$ cat src/core/wfp_defines.svh
`ifndef WFP_DEFINES_SVH
`define WFP_DEFINES_SVH
// Operation
// RULE1: Sleep executed with direct transfer enabled and a transfer made sets the transfer flag.
// RULE2: A falling edge on an interrupt-configured wakeup pin sets that pin's flag.
// RULE3: Writing 0 to a set wakeup flag clears it.
// RULE4: Writing 1 to a wakeup flag leaves it unchanged; writes only clear.
// RULE5: Eight independent wakeup flags, bits 7 to 0, all zero after reset.
// RULE6: Pins float in reset, hold in sleep, work when active; analog ports float more.
// RULE7: In standby, pull-up exception ports drive high while their MOS pull-up is on.
// RULE8: Wakeup pins are synchronised before edge detection, so one edge sets once.

// ----------------------------------------------------------------
// Register byte offsets
// ----------------------------------------------------------------
`define WFP_OFS_WAKE_REQ 8'h00
`define WFP_OFS_WAKE_CFG 8'h04
`define WFP_OFS_SYS_CTRL 8'h08
`define WFP_OFS_DT_FLAG 8'h0C
`define WFP_OFS_INT_STAT 8'h10
`define WFP_OFS_INT_CLR 8'h14
`define WFP_OFS_INT_EN 8'h18
`define WFP_OFS_PMODE 8'h1C
// Port blocks: base 0x20, 0x30, 0x40; data, direction, pull-up, pin level
`define WFP_PORT_BLK_FIRST 4'h2
`define WFP_PORT_BLK_LAST 4'h4
`define WFP_PORT_DATA 4'h0
`define WFP_PORT_DIR 4'h4
`define WFP_PORT_PU 4'h8
`define WFP_PORT_PIN 4'hC

// ----------------------------------------------------------------
// Field positions and reset values
// ----------------------------------------------------------------
`define WFP_CTRL_DTE_BIT 0
`define WFP_DT_FLAG_BIT 0
`define WFP_INT_DT_BIT 8
`define WFP_WAKE_RST 8'h00
`define WFP_BYTE_RST 8'h00
`define WFP_INT_RST 9'h000
`define WFP_SYNC_STAGES 2
`endif

$ cat src/core/wfp_pkg.sv
package wfp_pkg;
  // Power states reported by the CPU power-mode control
  typedef enum logic [2:0] {
    PM_ACTIVE,
    PM_SUBACTIVE,
    PM_SLEEP,
    PM_SUBSLEEP,
    PM_WATCH,
    PM_STANDBY
  } wfp_pmode_type;

  // Port flavours, differing only in low-power behaviour
  typedef enum logic [1:0] {
    PK_PULLUP_EXC,
    PK_PLAIN,
    PK_ANALOG
  } wfp_port_kind_type;

  // One Wishbone request as seen by the slave
  typedef struct packed {
    logic [7:0] adr;
    logic [31:0] dat;
    logic [3:0] sel;
    logic we;
  } wfp_wb_req_type;

  // Drive of an 8-bit port
  typedef struct packed {
    logic [7:0] out;
    logic [7:0] oe;
  } wfp_pin_type;
endpackage

$ cat src/core/wfp_top.sv
// The register offsets and register access over Wishbone are this design's own decisions.
`include "wfp_defines.svh"
module wfp_top (
  input wire logic clk_i,
  input wire logic rst_i,
  // Wishbone classic slave
  input wire logic wb_cyc_i,
  input wire logic wb_stb_i,
  input wire logic wb_we_i,
  input wire logic [7:0] wb_adr_i,
  input wire logic [3:0] wb_sel_i,
  input wire logic [31:0] wb_dat_i,
  output logic [31:0] wb_dat_o,
  output logic wb_ack_o,
  output logic irq_o,
  // Wakeup pins, active low
  input wire logic [7:0] wakeup_pin_n_i,
  output logic wake_request_o,
  // CPU power-mode control
  input wire wfp_pkg::wfp_pmode_type power_mode_i,
  input wire logic sleep_exec_i,
  input wire logic direct_transfer_i,
  output logic direct_transfer_enable_o,
  // Port with pull-up exception
  input wire logic [7:0] pu_port_i,
  output logic [7:0] pu_port_o,
  output logic [7:0] pu_port_oe_o,
  output logic [7:0] pu_port_pullup_o,
  // Plain port
  input wire logic [7:0] plain_port_i,
  output logic [7:0] plain_port_o,
  output logic [7:0] plain_port_oe_o,
  output logic [7:0] plain_port_pullup_o,
  // Analog-capable port
  input wire logic [7:0] ana_port_i,
  output logic [7:0] ana_port_o,
  output logic [7:0] ana_port_oe_o,
  output logic [7:0] ana_port_pullup_o
);
  // ----------------------------------------------------------------
  // Declarations
  // ----------------------------------------------------------------
  wfp_pkg::wfp_wb_req_type req;
  logic ack_ff;
  logic [31:0] rdata_ff;
  logic [31:0] nxt_rdata;
  logic bus_req;
  logic wr_fire;
  logic lane0;
  logic [7:0] wdat;
  logic [3:0] blk;
  logic [3:0] sub;
  logic port_hit;
  logic [1:0] port_idx;

  logic [7:0] wake_req_ff;
  logic [7:0] wake_cfg_ff;
  logic dte_ff;
  logic dt_flag_ff;
  logic [8:0] int_stat_ff;
  logic [8:0] int_en_ff;

  logic [7:0] wake_fall;
  logic [7:0] wake_set;
  logic [7:0] wake_clr;
  logic dt_set;
  logic dt_clr;
  logic [8:0] int_evt;
  logic [8:0] int_clr;

  logic [7:0] port_data_ff [0:2];
  logic [7:0] port_dir_ff [0:2];
  logic [7:0] port_pu_ff [0:2];
  logic [7:0] port_level [0:2];
  wfp_pkg::wfp_pin_type port_drv [0:2];
  logic [7:0] port_pull [0:2];

  // ----------------------------------------------------------------
  // Wishbone slave
  // ----------------------------------------------------------------
  // Bundle the request so decode reads one carrier
  assign req.adr = wb_adr_i;
  assign req.dat = wb_dat_i;
  assign req.sel = wb_sel_i;
  assign req.we = wb_we_i;

  assign bus_req = wb_cyc_i & wb_stb_i;
  // Writes land on the edge where the master samples ack
  assign wr_fire = bus_req & ack_ff & req.we;
  // Registers are 8 bits wide, so lane 0 carries data; only interrupt bit 8 rides lane 1
  assign lane0 = req.sel[0];
  assign wdat = req.dat[7:0];
  assign blk = req.adr[7:4];
  assign sub = req.adr[3:0];
  assign port_hit = (blk >= `WFP_PORT_BLK_FIRST) && (blk <= `WFP_PORT_BLK_LAST);
  assign port_idx = 2'(blk - `WFP_PORT_BLK_FIRST);

  // Ack one cycle after the strobe, dropped the cycle after; unmapped answers zero
  always_ff @(posedge clk_i) begin
    if (rst_i) begin
      ack_ff <= 1'b0;
    end else begin
      ack_ff <= bus_req & ~ack_ff;
    end
  end

  // Read mux, captured together with ack so data is stable while ack is high
  always_comb begin
    nxt_rdata = 32'h0000_0000;
    if (port_hit) begin
      case (sub)
        `WFP_PORT_DATA: nxt_rdata[7:0] = port_data_ff[port_idx];
        `WFP_PORT_DIR: nxt_rdata[7:0] = port_dir_ff[port_idx];
        `WFP_PORT_PU: nxt_rdata[7:0] = port_pu_ff[port_idx];
        `WFP_PORT_PIN: nxt_rdata[7:0] = port_level[port_idx];
        default: nxt_rdata = 32'h0000_0000;
      endcase
    end else begin
      case (req.adr)
        `WFP_OFS_WAKE_REQ: nxt_rdata[7:0] = wake_req_ff; // [RULE5]
        `WFP_OFS_WAKE_CFG: nxt_rdata[7:0] = wake_cfg_ff;
        `WFP_OFS_SYS_CTRL: nxt_rdata[`WFP_CTRL_DTE_BIT] = dte_ff;
        `WFP_OFS_DT_FLAG: nxt_rdata[`WFP_DT_FLAG_BIT] = dt_flag_ff;
        `WFP_OFS_INT_STAT: nxt_rdata[8:0] = int_stat_ff;
        `WFP_OFS_INT_EN: nxt_rdata[8:0] = int_en_ff;
        `WFP_OFS_PMODE: nxt_rdata[2:0] = power_mode_i;
        // The clear register is write-only and reads zero
        default: nxt_rdata = 32'h0000_0000;
      endcase
    end
  end

  always_ff @(posedge clk_i) begin
    if (rst_i) begin
      rdata_ff <= 32'h0000_0000;
    end else if (bus_req & ~ack_ff & ~req.we) begin
      rdata_ff <= nxt_rdata;
    end
  end

  assign wb_ack_o = ack_ff;
  assign wb_dat_o = rdata_ff;

  // ----------------------------------------------------------------
  // Wakeup request flags
  // ----------------------------------------------------------------
  wfp_edge_sync u_edge (
    .clk_i(clk_i),
    .rst_i(rst_i),
    .pin_n_i(wakeup_pin_n_i),
    .fall_o(wake_fall)
  );

  // Only pins configured as interrupt inputs may raise a flag
  assign wake_set = wake_fall & wake_cfg_ff; // [RULE2]
  // A written 0 clears, a written 1 is ignored
  assign wake_clr = (wr_fire && lane0 && (req.adr == `WFP_OFS_WAKE_REQ)) ? ~wdat : 8'h00; // [RULE4]

  // Set beats clear so an edge in the clearing cycle is kept
  always_ff @(posedge clk_i) begin
    if (rst_i) begin
      wake_req_ff <= `WFP_WAKE_RST; // [RULE5]
    end else begin
      wake_req_ff <= (wake_req_ff & ~wake_clr) | wake_set; // [RULE3] [RULE2]
    end
  end

  // Interrupt-input configuration of each wakeup pin
  always_ff @(posedge clk_i) begin
    if (rst_i) begin
      wake_cfg_ff <= `WFP_BYTE_RST;
    end else if (wr_fire && lane0 && (req.adr == `WFP_OFS_WAKE_CFG)) begin
      wake_cfg_ff <= wdat;
    end
  end

  // Wake the CPU while any flag of a configured pin stands
  assign wake_request_o = |(wake_req_ff & wake_cfg_ff);

  // ----------------------------------------------------------------
  // Direct transfer control and flag
  // ----------------------------------------------------------------
  always_ff @(posedge clk_i) begin
    if (rst_i) begin
      dte_ff <= 1'b0;
    end else if (wr_fire && lane0 && (req.adr == `WFP_OFS_SYS_CTRL)) begin
      dte_ff <= wdat[`WFP_CTRL_DTE_BIT];
    end
  end

  assign direct_transfer_enable_o = dte_ff;
  // Needs all three at once: sleep executed, enabled, transfer made
  assign dt_set = sleep_exec_i & dte_ff & direct_transfer_i; // [RULE1]
  // Same write-zero-to-clear convention as the wakeup flags
  assign dt_clr = wr_fire && lane0 && (req.adr == `WFP_OFS_DT_FLAG) &&
                  !wdat[`WFP_DT_FLAG_BIT];

  always_ff @(posedge clk_i) begin
    if (rst_i) begin
      dt_flag_ff <= 1'b0;
    end else begin
      dt_flag_ff <= (dt_flag_ff & ~dt_clr) | dt_set; // [RULE1]
    end
  end

  // ----------------------------------------------------------------
  // Interrupt status, clear and enable
  // ----------------------------------------------------------------
  assign int_evt = {dt_set, wake_set};
  // The clear register takes 1s; lane 1 holds bit 8
  always_comb begin
    int_clr = 9'h000;
    if (wr_fire && (req.adr == `WFP_OFS_INT_CLR)) begin
      if (req.sel[0]) begin
        int_clr[7:0] = wdat;
      end
      if (req.sel[1]) begin
        int_clr[`WFP_INT_DT_BIT] = req.dat[`WFP_INT_DT_BIT];
      end
    end
  end

  // Sticky; a new event wins over a clear in the same cycle
  always_ff @(posedge clk_i) begin
    if (rst_i) begin
      int_stat_ff <= `WFP_INT_RST;
    end else begin
      int_stat_ff <= (int_stat_ff & ~int_clr) | int_evt;
    end
  end

  always_ff @(posedge clk_i) begin
    if (rst_i) begin
      int_en_ff <= `WFP_INT_RST;
    end else if (wr_fire && (req.adr == `WFP_OFS_INT_EN)) begin
      if (req.sel[0]) begin
        int_en_ff[7:0] <= wdat;
      end
      if (req.sel[1]) begin
        int_en_ff[`WFP_INT_DT_BIT] <= req.dat[`WFP_INT_DT_BIT];
      end
    end
  end

  // Level output, high while any enabled status bit is set
  assign irq_o = |(int_stat_ff & int_en_ff);

  // ----------------------------------------------------------------
  // Port registers
  // ----------------------------------------------------------------
  genvar p;
  generate
    for (p = 0; p < 3; p++) begin : g_port
      logic hit;
      assign hit = wr_fire && lane0 && port_hit && (port_idx == 2'(p));
      // Data, direction and pull-up select, one always_ff per port
      always_ff @(posedge clk_i) begin
        if (rst_i) begin
          port_data_ff[p] <= `WFP_BYTE_RST;
          port_dir_ff[p] <= `WFP_BYTE_RST;
          port_pu_ff[p] <= `WFP_BYTE_RST;
        end else if (hit) begin
          case (sub)
            `WFP_PORT_DATA: port_data_ff[p] <= wdat;
            `WFP_PORT_DIR: port_dir_ff[p] <= wdat;
            `WFP_PORT_PU: port_pu_ff[p] <= wdat;
            default: port_data_ff[p] <= port_data_ff[p];
          endcase
        end
      end
    end
  endgenerate

  // ----------------------------------------------------------------
  // Port pin drivers per power state
  // ----------------------------------------------------------------
  wfp_port_ctrl #(
    .KIND(wfp_pkg::PK_PULLUP_EXC)
  ) u_pu_port (
    .clk_i(clk_i),
    .rst_i(rst_i),
    .pmode_i(power_mode_i),
    .data_i(port_data_ff[0]),
    .dir_i(port_dir_ff[0]),
    .pu_i(port_pu_ff[0]),
    .pin_i(pu_port_i),
    .drive_o(port_drv[0]), // [RULE7]
    .pullup_o(port_pull[0]),
    .level_o(port_level[0])
  );

  wfp_port_ctrl #(
    .KIND(wfp_pkg::PK_PLAIN)
  ) u_plain_port (
    .clk_i(clk_i),
    .rst_i(rst_i),
    .pmode_i(power_mode_i),
    .data_i(port_data_ff[1]),
    .dir_i(port_dir_ff[1]),
    .pu_i(port_pu_ff[1]),
    .pin_i(plain_port_i),
    .drive_o(port_drv[1]),
    .pullup_o(port_pull[1]),
    .level_o(port_level[1])
  );

  // Floats in standby and subactive as well as in reset
  wfp_port_ctrl #(
    .KIND(wfp_pkg::PK_ANALOG)
  ) u_ana_port (
    .clk_i(clk_i),
    .rst_i(rst_i),
    .pmode_i(power_mode_i),
    .data_i(port_data_ff[2]),
    .dir_i(port_dir_ff[2]),
    .pu_i(port_pu_ff[2]),
    .pin_i(ana_port_i),
    .drive_o(port_drv[2]), // [RULE6]
    .pullup_o(port_pull[2]),
    .level_o(port_level[2])
  );

  // Pin outputs straight from the driver flops; the pull-up enables are combinational from the power mode
  assign pu_port_o = port_drv[0].out;
  assign pu_port_oe_o = port_drv[0].oe;
  assign pu_port_pullup_o = port_pull[0];
  assign plain_port_o = port_drv[1].out;
  assign plain_port_oe_o = port_drv[1].oe;
  assign plain_port_pullup_o = port_pull[1];
  assign ana_port_o = port_drv[2].out;
  assign ana_port_oe_o = port_drv[2].oe;
  assign ana_port_pullup_o = port_pull[2];
endmodule

$ cat src/core/wfp_edge_sync.sv
`include "wfp_defines.svh"
module wfp_edge_sync (
  input wire logic clk_i,
  input wire logic rst_i,
  input wire logic [7:0] pin_n_i,
  output logic [7:0] fall_o
);
  // ----------------------------------------------------------------
  // Per-pin synchroniser and falling-edge detector
  // ----------------------------------------------------------------
  genvar g;
  generate
    for (g = 0; g < 8; g++) begin : g_pin
      logic [`WFP_SYNC_STAGES-1:0] sync_ff;
      logic last_ff;
      // Two flops against metastability; only the second is looked at
      always_ff @(posedge clk_i) begin
        if (rst_i) begin
          sync_ff <= '1;
        end else begin
          sync_ff <= {sync_ff[0], pin_n_i[g]}; // [RULE8]
        end
      end
      // Previous synced level; idle high so reset release gives no edge
      always_ff @(posedge clk_i) begin
        if (rst_i) begin
          last_ff <= 1'b1;
        end else begin
          last_ff <= sync_ff[1];
        end
      end
      // One-cycle pulse per falling edge
      assign fall_o[g] = last_ff & ~sync_ff[1]; // [RULE8]
    end
  endgenerate
endmodule

$ cat src/core/wfp_port_ctrl.sv
`include "wfp_defines.svh"
module wfp_port_ctrl #(
  parameter wfp_pkg::wfp_port_kind_type KIND = wfp_pkg::PK_PLAIN
) (
  input wire logic clk_i,
  input wire logic rst_i,
  input wire wfp_pkg::wfp_pmode_type pmode_i,
  input wire logic [7:0] data_i,
  input wire logic [7:0] dir_i,
  input wire logic [7:0] pu_i,
  input wire logic [7:0] pin_i,
  output wfp_pkg::wfp_pin_type drive_o,
  output logic [7:0] pullup_o,
  output logic [7:0] level_o
);
  wfp_pkg::wfp_pin_type drv_ff;
  wfp_pkg::wfp_pin_type nxt_drv;
  logic [7:0] pin_s1_ff;
  logic [7:0] level_ff;
  logic active_fn;

  // Analog-capable ports do not work in subactive
  assign active_fn = (pmode_i == wfp_pkg::PM_ACTIVE) ||
                     ((pmode_i == wfp_pkg::PM_SUBACTIVE) && (KIND != wfp_pkg::PK_ANALOG));

  // ----------------------------------------------------------------
  // Drive selection per power state
  // ----------------------------------------------------------------
  always_comb begin
    nxt_drv = drv_ff;
    case (pmode_i)
      wfp_pkg::PM_ACTIVE, wfp_pkg::PM_SUBACTIVE: begin
        if (active_fn) begin
          nxt_drv.out = data_i; // [RULE6]
          nxt_drv.oe = dir_i;
        end else begin
          nxt_drv = '0; // [RULE6]
        end
      end
      wfp_pkg::PM_SLEEP, wfp_pkg::PM_SUBSLEEP, wfp_pkg::PM_WATCH: begin
        nxt_drv = drv_ff; // [RULE6]
      end
      wfp_pkg::PM_STANDBY: begin
        if (KIND == wfp_pkg::PK_PULLUP_EXC) begin
          nxt_drv.out = pu_i; // [RULE7]
          nxt_drv.oe = pu_i;
        end else begin
          nxt_drv = '0; // [RULE6]
        end
      end
      default: begin
        nxt_drv = '0;
      end
    endcase
  end

  // Pins float during reset and the retained value lives here
  always_ff @(posedge clk_i) begin
    if (rst_i) begin
      drv_ff <= '0; // [RULE6]
    end else begin
      drv_ff <= nxt_drv;
    end
  end

  // Pin levels come from outside: two flops before software sees them
  always_ff @(posedge clk_i) begin
    if (rst_i) begin
      pin_s1_ff <= `WFP_BYTE_RST;
      level_ff <= `WFP_BYTE_RST;
    end else begin
      pin_s1_ff <= pin_i;
      level_ff <= pin_s1_ff;
    end
  end

  assign drive_o = drv_ff;
  assign level_o = level_ff;
  // MOS pull-up only on inputs while the port functions
  assign pullup_o = active_fn ? (pu_i & ~dir_i) : 8'h00;
endmodule

$ cat config.mk
export PLATFORM = sky130hd
export DESIGN_NAME = wfp_top
export DESIGN_NICKNAME = d
export VERILOG_FILES = /design/src/core/wfp_pkg.sv /design/src/core/wfp_top.sv /design/src/core/wfp_edge_sync.sv /design/src/core/wfp_port_ctrl.sv
export VERILOG_INCLUDE_DIRS = /design/src /design/src/core
export SDC_FILE = /design/constraint.sdc
export NUM_CORES = 1
export LEC_CHECK = 0
export ABC_CLOCK_PERIOD_IN_PS = 2100
export BUFFER_PORTS_ARGS = -buffer_cell sky130_fd_sc_hd__buf_2
export CAP_MARGIN = 15
export CORE_ASPECT_RATIO = 0.75
export CORE_MARGIN = 5
export CORE_UTILIZATION = 50
export CTS_CLUSTER_DIAMETER = 150
export DETAILED_ROUTE_END_ITERATION = 8
export PLACE_DENSITY = 0.76
export SLEW_MARGIN = 15
export SYNTH_ARGS = -nofsm -noshare
export SYNTH_HDL_FRONTEND = slang
export SYNTH_SLANG_ARGS = --single-unit
$ cat constraint.sdc
create_clock -name clk_i -period 2.1 [get_ports clk_i]
set_input_delay 0.42 -clock clk_i [delete_from_list [all_inputs] [get_ports clk_i]]
set_output_delay 0.42 -clock clk_i [all_outputs]
set_load 0.005 [all_outputs]
==> results.py, run 1 <==
metrics = {
    "status": {
        "status": "finished clean",
    },
    "critical_path": {
        "r2r_setup_slack_ns": 0.17,
        "required_ns": 1.68,
        "crit_path_end_kind": "output port",
        "critPathLaunchType": "input port",
        "critPathMaxFanout": 17,
        "cp.arrival_ns": 1.67,
        "critical_path_class": "in2out",
        "ff2ff_path_depth": 6,
    },
    "sta": {
        "slew_headroom_pct": 54.00,
        "hold_viol": 0,
        "skew_ns": 0.01756,
        "slew_violations": 0,
        "grt_setup_unrepaired": "no",
        "max_freq_ghz": 0.4796,
        "setup_viol": 0,
        "holdWs_ns": 0.08037,
        "layout_min_cycle_time_ns": 2.085,
        "tightestPinTransition_ns": 0.6900,
        "post-route-period-util_pct": 99.29,
        "fin_ws_ns": 0.01484,
    },
    "clocking": {
        "cts_setup_buffers": 0,
        "clock_latency_ns": 0.52,
        "cts_hold_buf": 0,
        "clkSlewWorstSetupHoldPaths_ns": 0.06,
        "numCtsBuffers": 23,
        "root_buffer": "clkbuf_16",
        "clock_path_buffers": 3,
        "ctsHtreeMaxLevel": 1,
        "clock-sinks": 238,
        "cts_tree": "done",
    },
    "final_layout": {
        "final_util_pct": 62.56,
        "layout_common_cells": "166 x dfxtp_1, 144 x buf_2, 96 x nor2_1",
        "fill_cells": 1587,
        "layout.nets": 1260,
        "drive_gt1_share_pct": 27.96,
        "mostFrequentLayoutCell": "dfxtp_1",
        "syn_to_final_growth_pct": 21.80,
    },
    "logic_synthesis": {
        "synth_edf_count": 72,
        "yosysWarnings": 0,
        "avgSynthCellArea_sq_um": 10.24,
        "netlist_area_sq_um": 10040,
        "synth_flop_cell": "dfxtp_1",
        "ys_seq_area_share_pct": 54.64,
        "yosys_register_bits": 238,
        "synth_cells": 980,
        "ys_types": 61,
        "async_reset_ff_share_pct": 0,
    },
    "die": {
        "start_util_pct": 51.36,
        "core_sq_um": 19540,
        "die_x_um": 173.6,
        "rows": 44,
        "ios": 194,
        "design.die.area_sq_um": 23040,
        "die_h_um": 132.7,
    },
    "global_routing": {
        "grt-ovfl-total": 0,
        "grt_pass1_vias": 7483,
        "grt_usage_pct": 22.78,
        "grt_pass1_wl_mm": 41.75,
        "antenna_found_initial": 2,
        "grt_max_degree": 166,
    },
    "pwr": {
        "ir_drop_mv": 0.6304,
        "cellLeakagePower_nw": 5.041,
        "power_density_nw_per_um2": 795.3,
        "power_mw": 9.724,
    },
    "min_path": {
        "min_path_cells": 2,
        "hold_path_class": "in2reg",
    },
    "flow_run": {
        "cap_violations": 0,
    },
    "drt": {
        "drtPass1Iterations": 5,
        "viasPerCell": 5.532,
        "ant_nets": 0,
        "vias": 8005,
        "wl_per_cell_um": 19.11,
        "drtIter0Drc": 967,
        "routed_wl_mm": 27.65,
        "drc": 0,
    },
    "place": {
        "gp_congestion": 0.9333,
        "place_ws_ns": -0.2108,
        "place.detailed.hpwl_mm": 20.27,
        "io_buffers": 145,
    },
}
worst paths after layout:
check / start / to
setup / recovery: power_mode_i[1] / plain_port_pullup_o[6]
hold / removal: wakeup_pin_n_i[0] / u_edge.g_pin[0].sync_ff[0]
setup reg to reg: wb_ack_o / port_data_ff[1][4]
hold reg to reg: u_edge.g_pin[2].sync_ff[0] / u_edge.g_pin[2].sync_ff[1]
area by class of cell:
cell class / instances / area, sq um / share of cell area [%]
diodes: 3 / 7.507 / 0.06140
clock buffers: 35 / 706.9 / 5.782
clock inverters: 7 / 40.04 / 0.3275
inverters: 2 / 7.507 / 0.06140
multi-input cells: 674 / 4222 / 34.53
flip-flops and latches: 238 / 5485 / 44.86
well taps: 253 / 316.6 / 2.589
repair buffers: 235 / 1441 / 11.79
where the power goes:
part           leakage (nW)  internal (mW)  switching (mW)
Combinational          2.56          0.305           0.439
Sequential             2.11           4.86          0.0742
Clock                 0.376           2.33            1.71
per-layer routing:
| layer | vias up | wire, um | GRT usage [%] |
|---|---|---|---|
| met5 | - | 0 | 0 |
| met4 | 0 | 661 | 5.802 |
| met3 | 51 | 2888 | 5.391 |
| met2 | 405 | 11900 | 34.89 |
| met1 | 3757 | 12200 | 32.80 |
| li1 | 3792 | - | - |
flip-flops by register name (all words and copies together) (netlist names):
name and flops:
dt_flag_ff 1, u_pu_port.level_o 8, port_data_ff 24, direct_transfer_enable_o 1
int_stat_ff 9, u_ana_port.pin_s1_ff 8, u_edge.g_pin.last_ff 8, u_ana_port.level_o 8
wb_dat_o 9, u_plain_port.drive_o 16, port_dir_ff 24, port_pu_ff 24
u_plain_port.pin_s1_ff 8, wake_cfg_ff 8, u_edge.g_pin.sync_ff 16, wake_req_ff 8
u_pu_port.pin_s1_ff 8, u_ana_port.drive_o 16, wb_ack_o 1, int_en_ff 9
u_pu_port.drive_o 16, u_plain_port.level_o 8
worst max-delay path, stage by stage:
cell,delay (ns)
buf_2,0.12
buf_4,0.13
or2_2,0.45
nor3b_1,0.35
buf_2,0.18
synthesized netlist by cell type (all sizes together) (26+ instances only):
cell | count | area [sq um]
clkbuf | 52 | 195.2
a21oi | 64 | 320.3
nand2 | 46 | 175.2
and2 | 74 | 463.0
or2 | 26 | 162.7
nor2 | 97 | 366.6
dfxtp | 166 | 3323
o21ai | 31 | 155.1
mux2i | 44 | 440.4
nand3 | 26 | 135.1
buf | 36 | 246.5
a22oi | 41 | 307.8
edfxtp | 72 | 2162
nor2b | 51 | 319.1
kinds of logic after synthesis:
logic type | Yosys count | synth area share [%]
buf+inv | 90 | 4.475
compound gates | 184 | 12.05
other cells | 1 | 0.03736
xor+xnor | 1 | 0.08727
simple gates | 407 | 22.30
flops | 238 | 54.64
mux | 59 | 6.407
repair_timing:
item                       CTS  global route
gates cloned                 0             0
pin swaps                    0             0
gates resized for setup      2             1
setup endpoints to repair    2             4
per-stage QoR:
step | instances | area, sq um | TNS [ns]
global route | 1446 | 12220 | 0
detailed placement | 1402 | 11460 | -7.237
global placement | 1402 | 11460 | -6.265
floorplan | 1002 | 10120 | -1.109
finish | 1447 | 12230 | 0
CTS | 1444 | 12210 | 0
Power figures use the tool's default switching activity.
==> inputs of run 2 (changes only) <==
ABC_AREA = 1   (was unset)
==> run 2 against run 1 <==
  * Critical path depth down 3
  * Setup slack gained 0.066 ns
  * Clock skew shrank 0.0021 ns
  * Power fell by 1.1%
  * Cell count up 13%
  * Non-clock buffer count down 57
  * Fmax is 3.3% higher
  * Worst hold slack gained 0.0011 ns
  * Design area is 4.8% lower
  * Largest cell class unchanged
  * Combinational power down 12%
  * Routed wire length decreased by 1.2%
==> results.py, run 2 <==
metrics = {
    "drt": {
        "routed_wl_mm": 27.31,
        "drtPass1Iterations": 5,
        "ant_nets": 0,
        "drc": 0,
        "viasPerCell": 5.246,
        "drtIter0Drc": 1021,
        "wl_per_cell_um": 16.68,
        "vias": 8587,
    },
    "clocking": {
        "ctsHtreeMaxLevel": 1,
        "clock_latency_ns": 0.52,
        "root_buffer": "clkbuf_16",
        "cts_setup_buffers": 0,
        "numCtsBuffers": 24,
        "clock_path_buffers": 3,
        "cts_hold_buf": 0,
        "post_cts_resized": 0,
        "clkSlewWorstSetupHoldPaths_ns": 0.06,
        "clock-sinks": 238,
        "cts_tree": "done",
    },
    "die": {
        "design.die.area_sq_um": 22680,
        "core_sq_um": 19380,
        "ios": 194,
        "die_x_um": 172.3,
        "start_util_pct": 50.94,
        "die_h_um": 131.7,
        "rows": 44,
    },
    "logic_synthesis": {
        "synth_cells": 1220,
        "yosysWarnings": 0,
        "yosys_register_bits": 238,
        "yosys.area.top_type": "dfxtp_1",
        "synth.most_common_cell": "nand2_1",
        "synth_flop_cell": "dfxtp_1",
        "synth_edf_count": 72,
        "async_reset_ff_share_pct": 0,
        "ys_top_cells_by_count": "255 x nand2_1, 188 x nor2_1, 166 x dfxtp_1, 148 x nand3_1, 90 x inv_1",
        "netlist_area_sq_um": 9872,
        "ys_types": 32,
        "synth.top_cell.area_share_pct": 33.66,
        "ys_seq_area_share_pct": 55.56,
        "avgSynthCellArea_sq_um": 8.092,
        "synth.area.top_cells": "dfxtp_1 34%, edfxtp_1 22%, nand2_1 9.7%",
    },
    "final_layout": {
        "final_cells": 1637,
        "final_util_pct": 60.06,
        "largestRegisters": "port_data_ff (24), port_dir_ff (24), port_pu_ff (24)",
        "layout_common_cells": "255 x nand2_1, 187 x nor2_1, 166 x dfxtp_1",
        "drive_gt1_share_pct": 18.81,
        "final_area_sq_um": 11640,
        "layout.nets": 1450,
        "syn_to_final_growth_pct": 17.90,
        "mostFrequentLayoutCell": "nand2_1",
    },
    "global_routing": {
        "grt-ovfl-total": 0,
        "grt_pass1_vias": 8018,
        "grt_usage_pct": 23.61,
        "antenna_found_initial": 3,
        "grt_pass1_wl_mm": 42.79,
        "grt_max_degree": 142,
    },
    "place": {
        "place.detailed.hpwl_mm": 19.51,
        "place_ws_ns": -0.1123,
        "gp_congestion": 0.9491,
        "post-place-cells": 1591,
        "io_buffers": 145,
        "dpl_cell_area_sq_um": 10880,
    },
    "critical_path": {
        "crit_path_end_kind": "output port",
        "cp.arrival_ns": 1.60,
        "crit_path_cell_trace": "nor3b_1, buf_2",
        "crit_path_top_delay_cell": "edfxtp_1",
        "crit_family": "flip-flops",
        "required_ns": 1.68,
        "cp_num_buf_inv": 1,
        "critical_path_class": "reg2out",
        "slowest_delay_ns": 0.45,
        "critPathLaunchType": "register",
        "critPathMaxFanout": 3,
    },
    "sta": {
        "max_freq_ghz": 0.4953,
        "tightestPinTransition_ns": 0.7150,
        "holdWs_ns": 0.08146,
        "setup-tns-final_ns": 0,
        "fin_ws_ns": 0.08107,
        "grt_setup_unrepaired": "no",
        "slew_violations": 0,
        "slew_headroom_pct": 52.28,
        "layout_min_cycle_time_ns": 2.019,
        "post-route-period-util_pct": 96.14,
        "hold_viol": 0,
        "skew_ns": 0.01542,
        "setup_viol": 0,
    },
    "status": {
        "status": "finished clean",
    },
    "pwr": {
        "power_mw": 9.613,
        "power_density_nw_per_um2": 826.0,
        "cellLeakagePower_nw": 5.198,
        "ir_drop_mv": 0.7221,
    },
    "flow_run": {
        "cap_violations": 0,
    },
    "min_path": {
        "hold_path_class": "in2reg",
    },
}
==> run 2: cell types whose count changed in the layout (fill, tap and decap cells not counted), sizes merged, moves of 51 or more <==
cell   before  now
nand2      46  256
nand3      26  150
inv         4  107
nor2       97  194
and2       74    0
buf       235  178
nor2b      51    0
==> run 2: path summary, 6_finish.rpt <==
kind                                 to  slack, ns                   start  cells past startpoint
min reg2reg        u_pu_port.level_o[5]       0.40  u_pu_port.pin_s1_ff[5]                      2
max reg2reg              wake_cfg_ff[0]       0.25                wb_ack_o                      9
min          u_edge.g_pin[1].sync_ff[0]       0.08       wakeup_pin_n_i[1]                      2
max                ana_port_pullup_o[4]       0.08       port_dir_ff[2][4]                      2
==> run 2: cells by family after synthesis <==
group | Yosys count | synth area share (%)
other cells | 1 | 0.03799
flops | 238 | 55.56
buf+inv | 192 | 8.454
compound gates | 151 | 8.086
simple gates | 638 | 27.86
==> run 2: routing by layer <==
layer  vias up  GRT usage (%)  part of all wire (%)
met5         -              0                 0.048
met3        68          4.985                    10
met1      3893          34.22                    43
met4         2          6.766                   2.9
met2       406          35.81                    44
li1       4218              -                     -
==> run 2: report_power, final <==
group	switching [mW]	total, mW	internal, mW
Clock	1.77	4.02	2.24
Combinational	0.440	0.653	0.213
Sequential	0.0764	4.94	4.87
Total	2.29	9.61	7.33
==> run 2: cell type report <==
type / instances / area (sq um)
Fill cell: 1734 / 7740
Sequential cell: 238 / 5485
Multi-Input combinational cell: 812 / 3655
Timing Repair Buffer: 178 / 1026
Clock buffer: 34 / 669.4
Inverter: 110 / 412.9
Tap cell: 253 / 316.6
Clock inverter: 10 / 68.82
Antenna cell: 2 / 5.005
==> inputs of run 3 (changes only) <==
BUFFER_PORTS_ARGS = unset   (was -buffer_cell sky130_fd_sc_hd__buf_2)
DONT_BUFFER_PORTS = 1   (was unset)
PLACE_DENSITY = 0.68   (was 0.76)
SKIP_CTS_REPAIR_TIMING = 1   (was unset)
==> run 3 against run 2 <==
  * Power is 2.5% higher
  * Setup slack worse by 0.019 ns
  * Non-clock buffer count is 136 lower
  * Critical path depth stayed put
  * Clock skew is 0.0031 ns lower
  * Global-route usage hardly changed
  * Cell count is 8.6% lower
  * Sequential share of layout area is 2.4 points higher
  * Design area is 4.9% lower
  * Count of clock-buffer cells in the layout stayed put
  * Clock power is 9.0% higher
  * Flip-flop and latch count stayed put
  * Critical endpoint unchanged
==> results.py, run 3 (synthesis results as in run 2) <==
metrics = {
    "final_layout": {
        "syn_to_final_growth_pct": 12.15,
        "largestRegisters": "port_data_ff (24), port_dir_ff (24), port_pu_ff (24)",
        "antennaDiodeCount": 0,
        "layout.nets": 1313,
        "mostFrequentLayoutCell": "nand2_1",
        "final_util_pct": 57.13,
        "layout_common_cells": "255 x nand2_1, 187 x nor2_1, 166 x dfxtp_1",
        "drive_gt1_share_pct": 9.405,
    },
    "pwr": {
        "power_density_nw_per_um2": 890.0,
        "ir_drop_mv": 0.5859,
        "cellLeakagePower_nw": 4.581,
    },
    "status": {
        "status": "finished clean",
    },
    "sta": {
        "holdWs_ns": 0.01089,
        "max_freq_ghz": 0.4906,
        "hold_viol": 0,
        "grt_setup_unrepaired": "no",
        "post-route-period-util_pct": 97.07,
        "layout_min_cycle_time_ns": 2.038,
        "slew_headroom_pct": 37.87,
        "tightestPinTransition_ns": 0.9289,
        "skew_ns": 0.01230,
        "setup-tns-final_ns": 0,
        "slew_violations": 0,
        "setup_viol": 0,
    },
    "flow_run": {
        "cap_violations": 0,
    },
    "global_routing": {
        "antenna_found_initial": 0,
        "grt-ovfl-total": 0,
        "grt_pass1_wl_mm": 42.07,
        "grt_pass1_vias": 7511,
        "grt_max_degree": 143,
        "grt_usage_pct": 23.65,
    },
    "drt": {
        "viasPerCell": 5.478,
        "drtPass1Iterations": 6,
        "ant_nets": 0,
        "drtIter0Drc": 929,
        "drc": 0,
        "routed_wl_mm": 28.56,
        "vias": 8201,
        "wl_per_cell_um": 19.08,
    },
    "place": {
        "gp_congestion": 0.9387,
        "place.detailed.hpwl_mm": 19.78,
        "io_buffers": 0,
    },
    "clocking": {
        "clkSlewWorstSetupHoldPaths_ns": 0.06,
        "cts_tree": "done",
        "ctsHtreeMaxLevel": 1,
        "clock-sinks": 238,
        "clock_path_buffers": 3,
        "root_buffer": "clkbuf_16",
        "clock_latency_ns": 0.51,
        "numCtsBuffers": 23,
    },
    "critical_path": {
        "critical_path_class": "reg2out",
        "required_ns": 1.68,
        "crit_path_end_kind": "output port",
        "critPathLaunchType": "register",
        "cp.arrival_ns": 1.62,
        "critPathMaxFanout": 3,
    },
    "die": {
        "die_x_um": 172.3,
        "ios": 194,
        "die_h_um": 131.7,
        "rows": 44,
        "core_sq_um": 19380,
        "start_util_pct": 50.94,
        "design.die.area_sq_um": 22680,
    },
    "min_path": {
        "hold_path_class": "in2reg",
    },
}
==> run 3: cell types whose count changed in the layout (fill, tap and decap cells not counted), moves of 2 or more <==
cell,before,now
clkbuf_8,1,3
clkbuf_1,8,5
diode_2,2,0
clkinv_1,8,5
buf_2,144,0
a221oi_2,2,0
dlygate4sd3_1,0,10
bufinv_16,0,2
buf_4,30,28
a221oi_1,2,4
inv_6,0,2
==> run 3: worst max-delay path, cell delays in order, from the launching register on <==
cell	delay (ns)
edfxtp_1	0.52
nor3b_1	0.41
buf_4	0.19
==> run 3: layout make-up <==
class	instances	area [sq um]
flip-flops and latches	238	5485
inverters	110	412.9
clock buffers	34	710.7
repair buffers	42	397.9
fillers	1776	8307
multi-input cells	812	3647
clock inverters	8	101.3
well taps	253	316.6
==> run 3: per-layer routing <==
| layer | share of wire, % | track usage (%) | vias up |
|---|---|---|---|
| li1 | - | - | 3932 |
| met1 | 43 | 35.47 | 3715 |
| met2 | 42 | 34.60 | 487 |
| met3 | 12 | 4.535 | 67 |
| met4 | 3.3 | 7.158 | 0 |
| met5 | 0 | 0 | - |
==> run 3: report_power, final <==
group | total (mW) | switching, mW | internal [mW]
clock | 4.38 | 1.77 | 2.61
sequential | 4.95 | 0.0872 | 4.87
combinational | 0.519 | 0.361 | 0.158
==> run 3: metrics by stage <==
step / setup WS, ns / total power, mW / instance area [sq um] / instances
floorplan: 0.2325 / 5.423 / 9955 / 1242
global placement: 0.2409 / 5.493 / 10110 / 1443
detailed placement: 0.1983 / 5.502 / 10110 / 1443
CTS: 0.04431 / 9.838 / 10920 / 1485
global route: 0.003361 / 10.17 / 11070 / 1497
finish: 0.06157 / 9.854 / 11070 / 1497
==> run 3: path summary, 6_finish.rpt <==
check | from | endpoint | slack [ns] | cells past startpoint
max | port_dir_ff[2][4] | ana_port_pullup_o[4] | 0.06 | 2
min | pu_port_i[0] | u_pu_port.pin_s1_ff[0] | 0.01 | 2
max reg2reg | wb_ack_o | wake_cfg_ff[0] | 0.19 | 9
min reg2reg | u_plain_port.pin_s1_ff[5] | u_plain_port.level_o[5] | 0.40 | 2
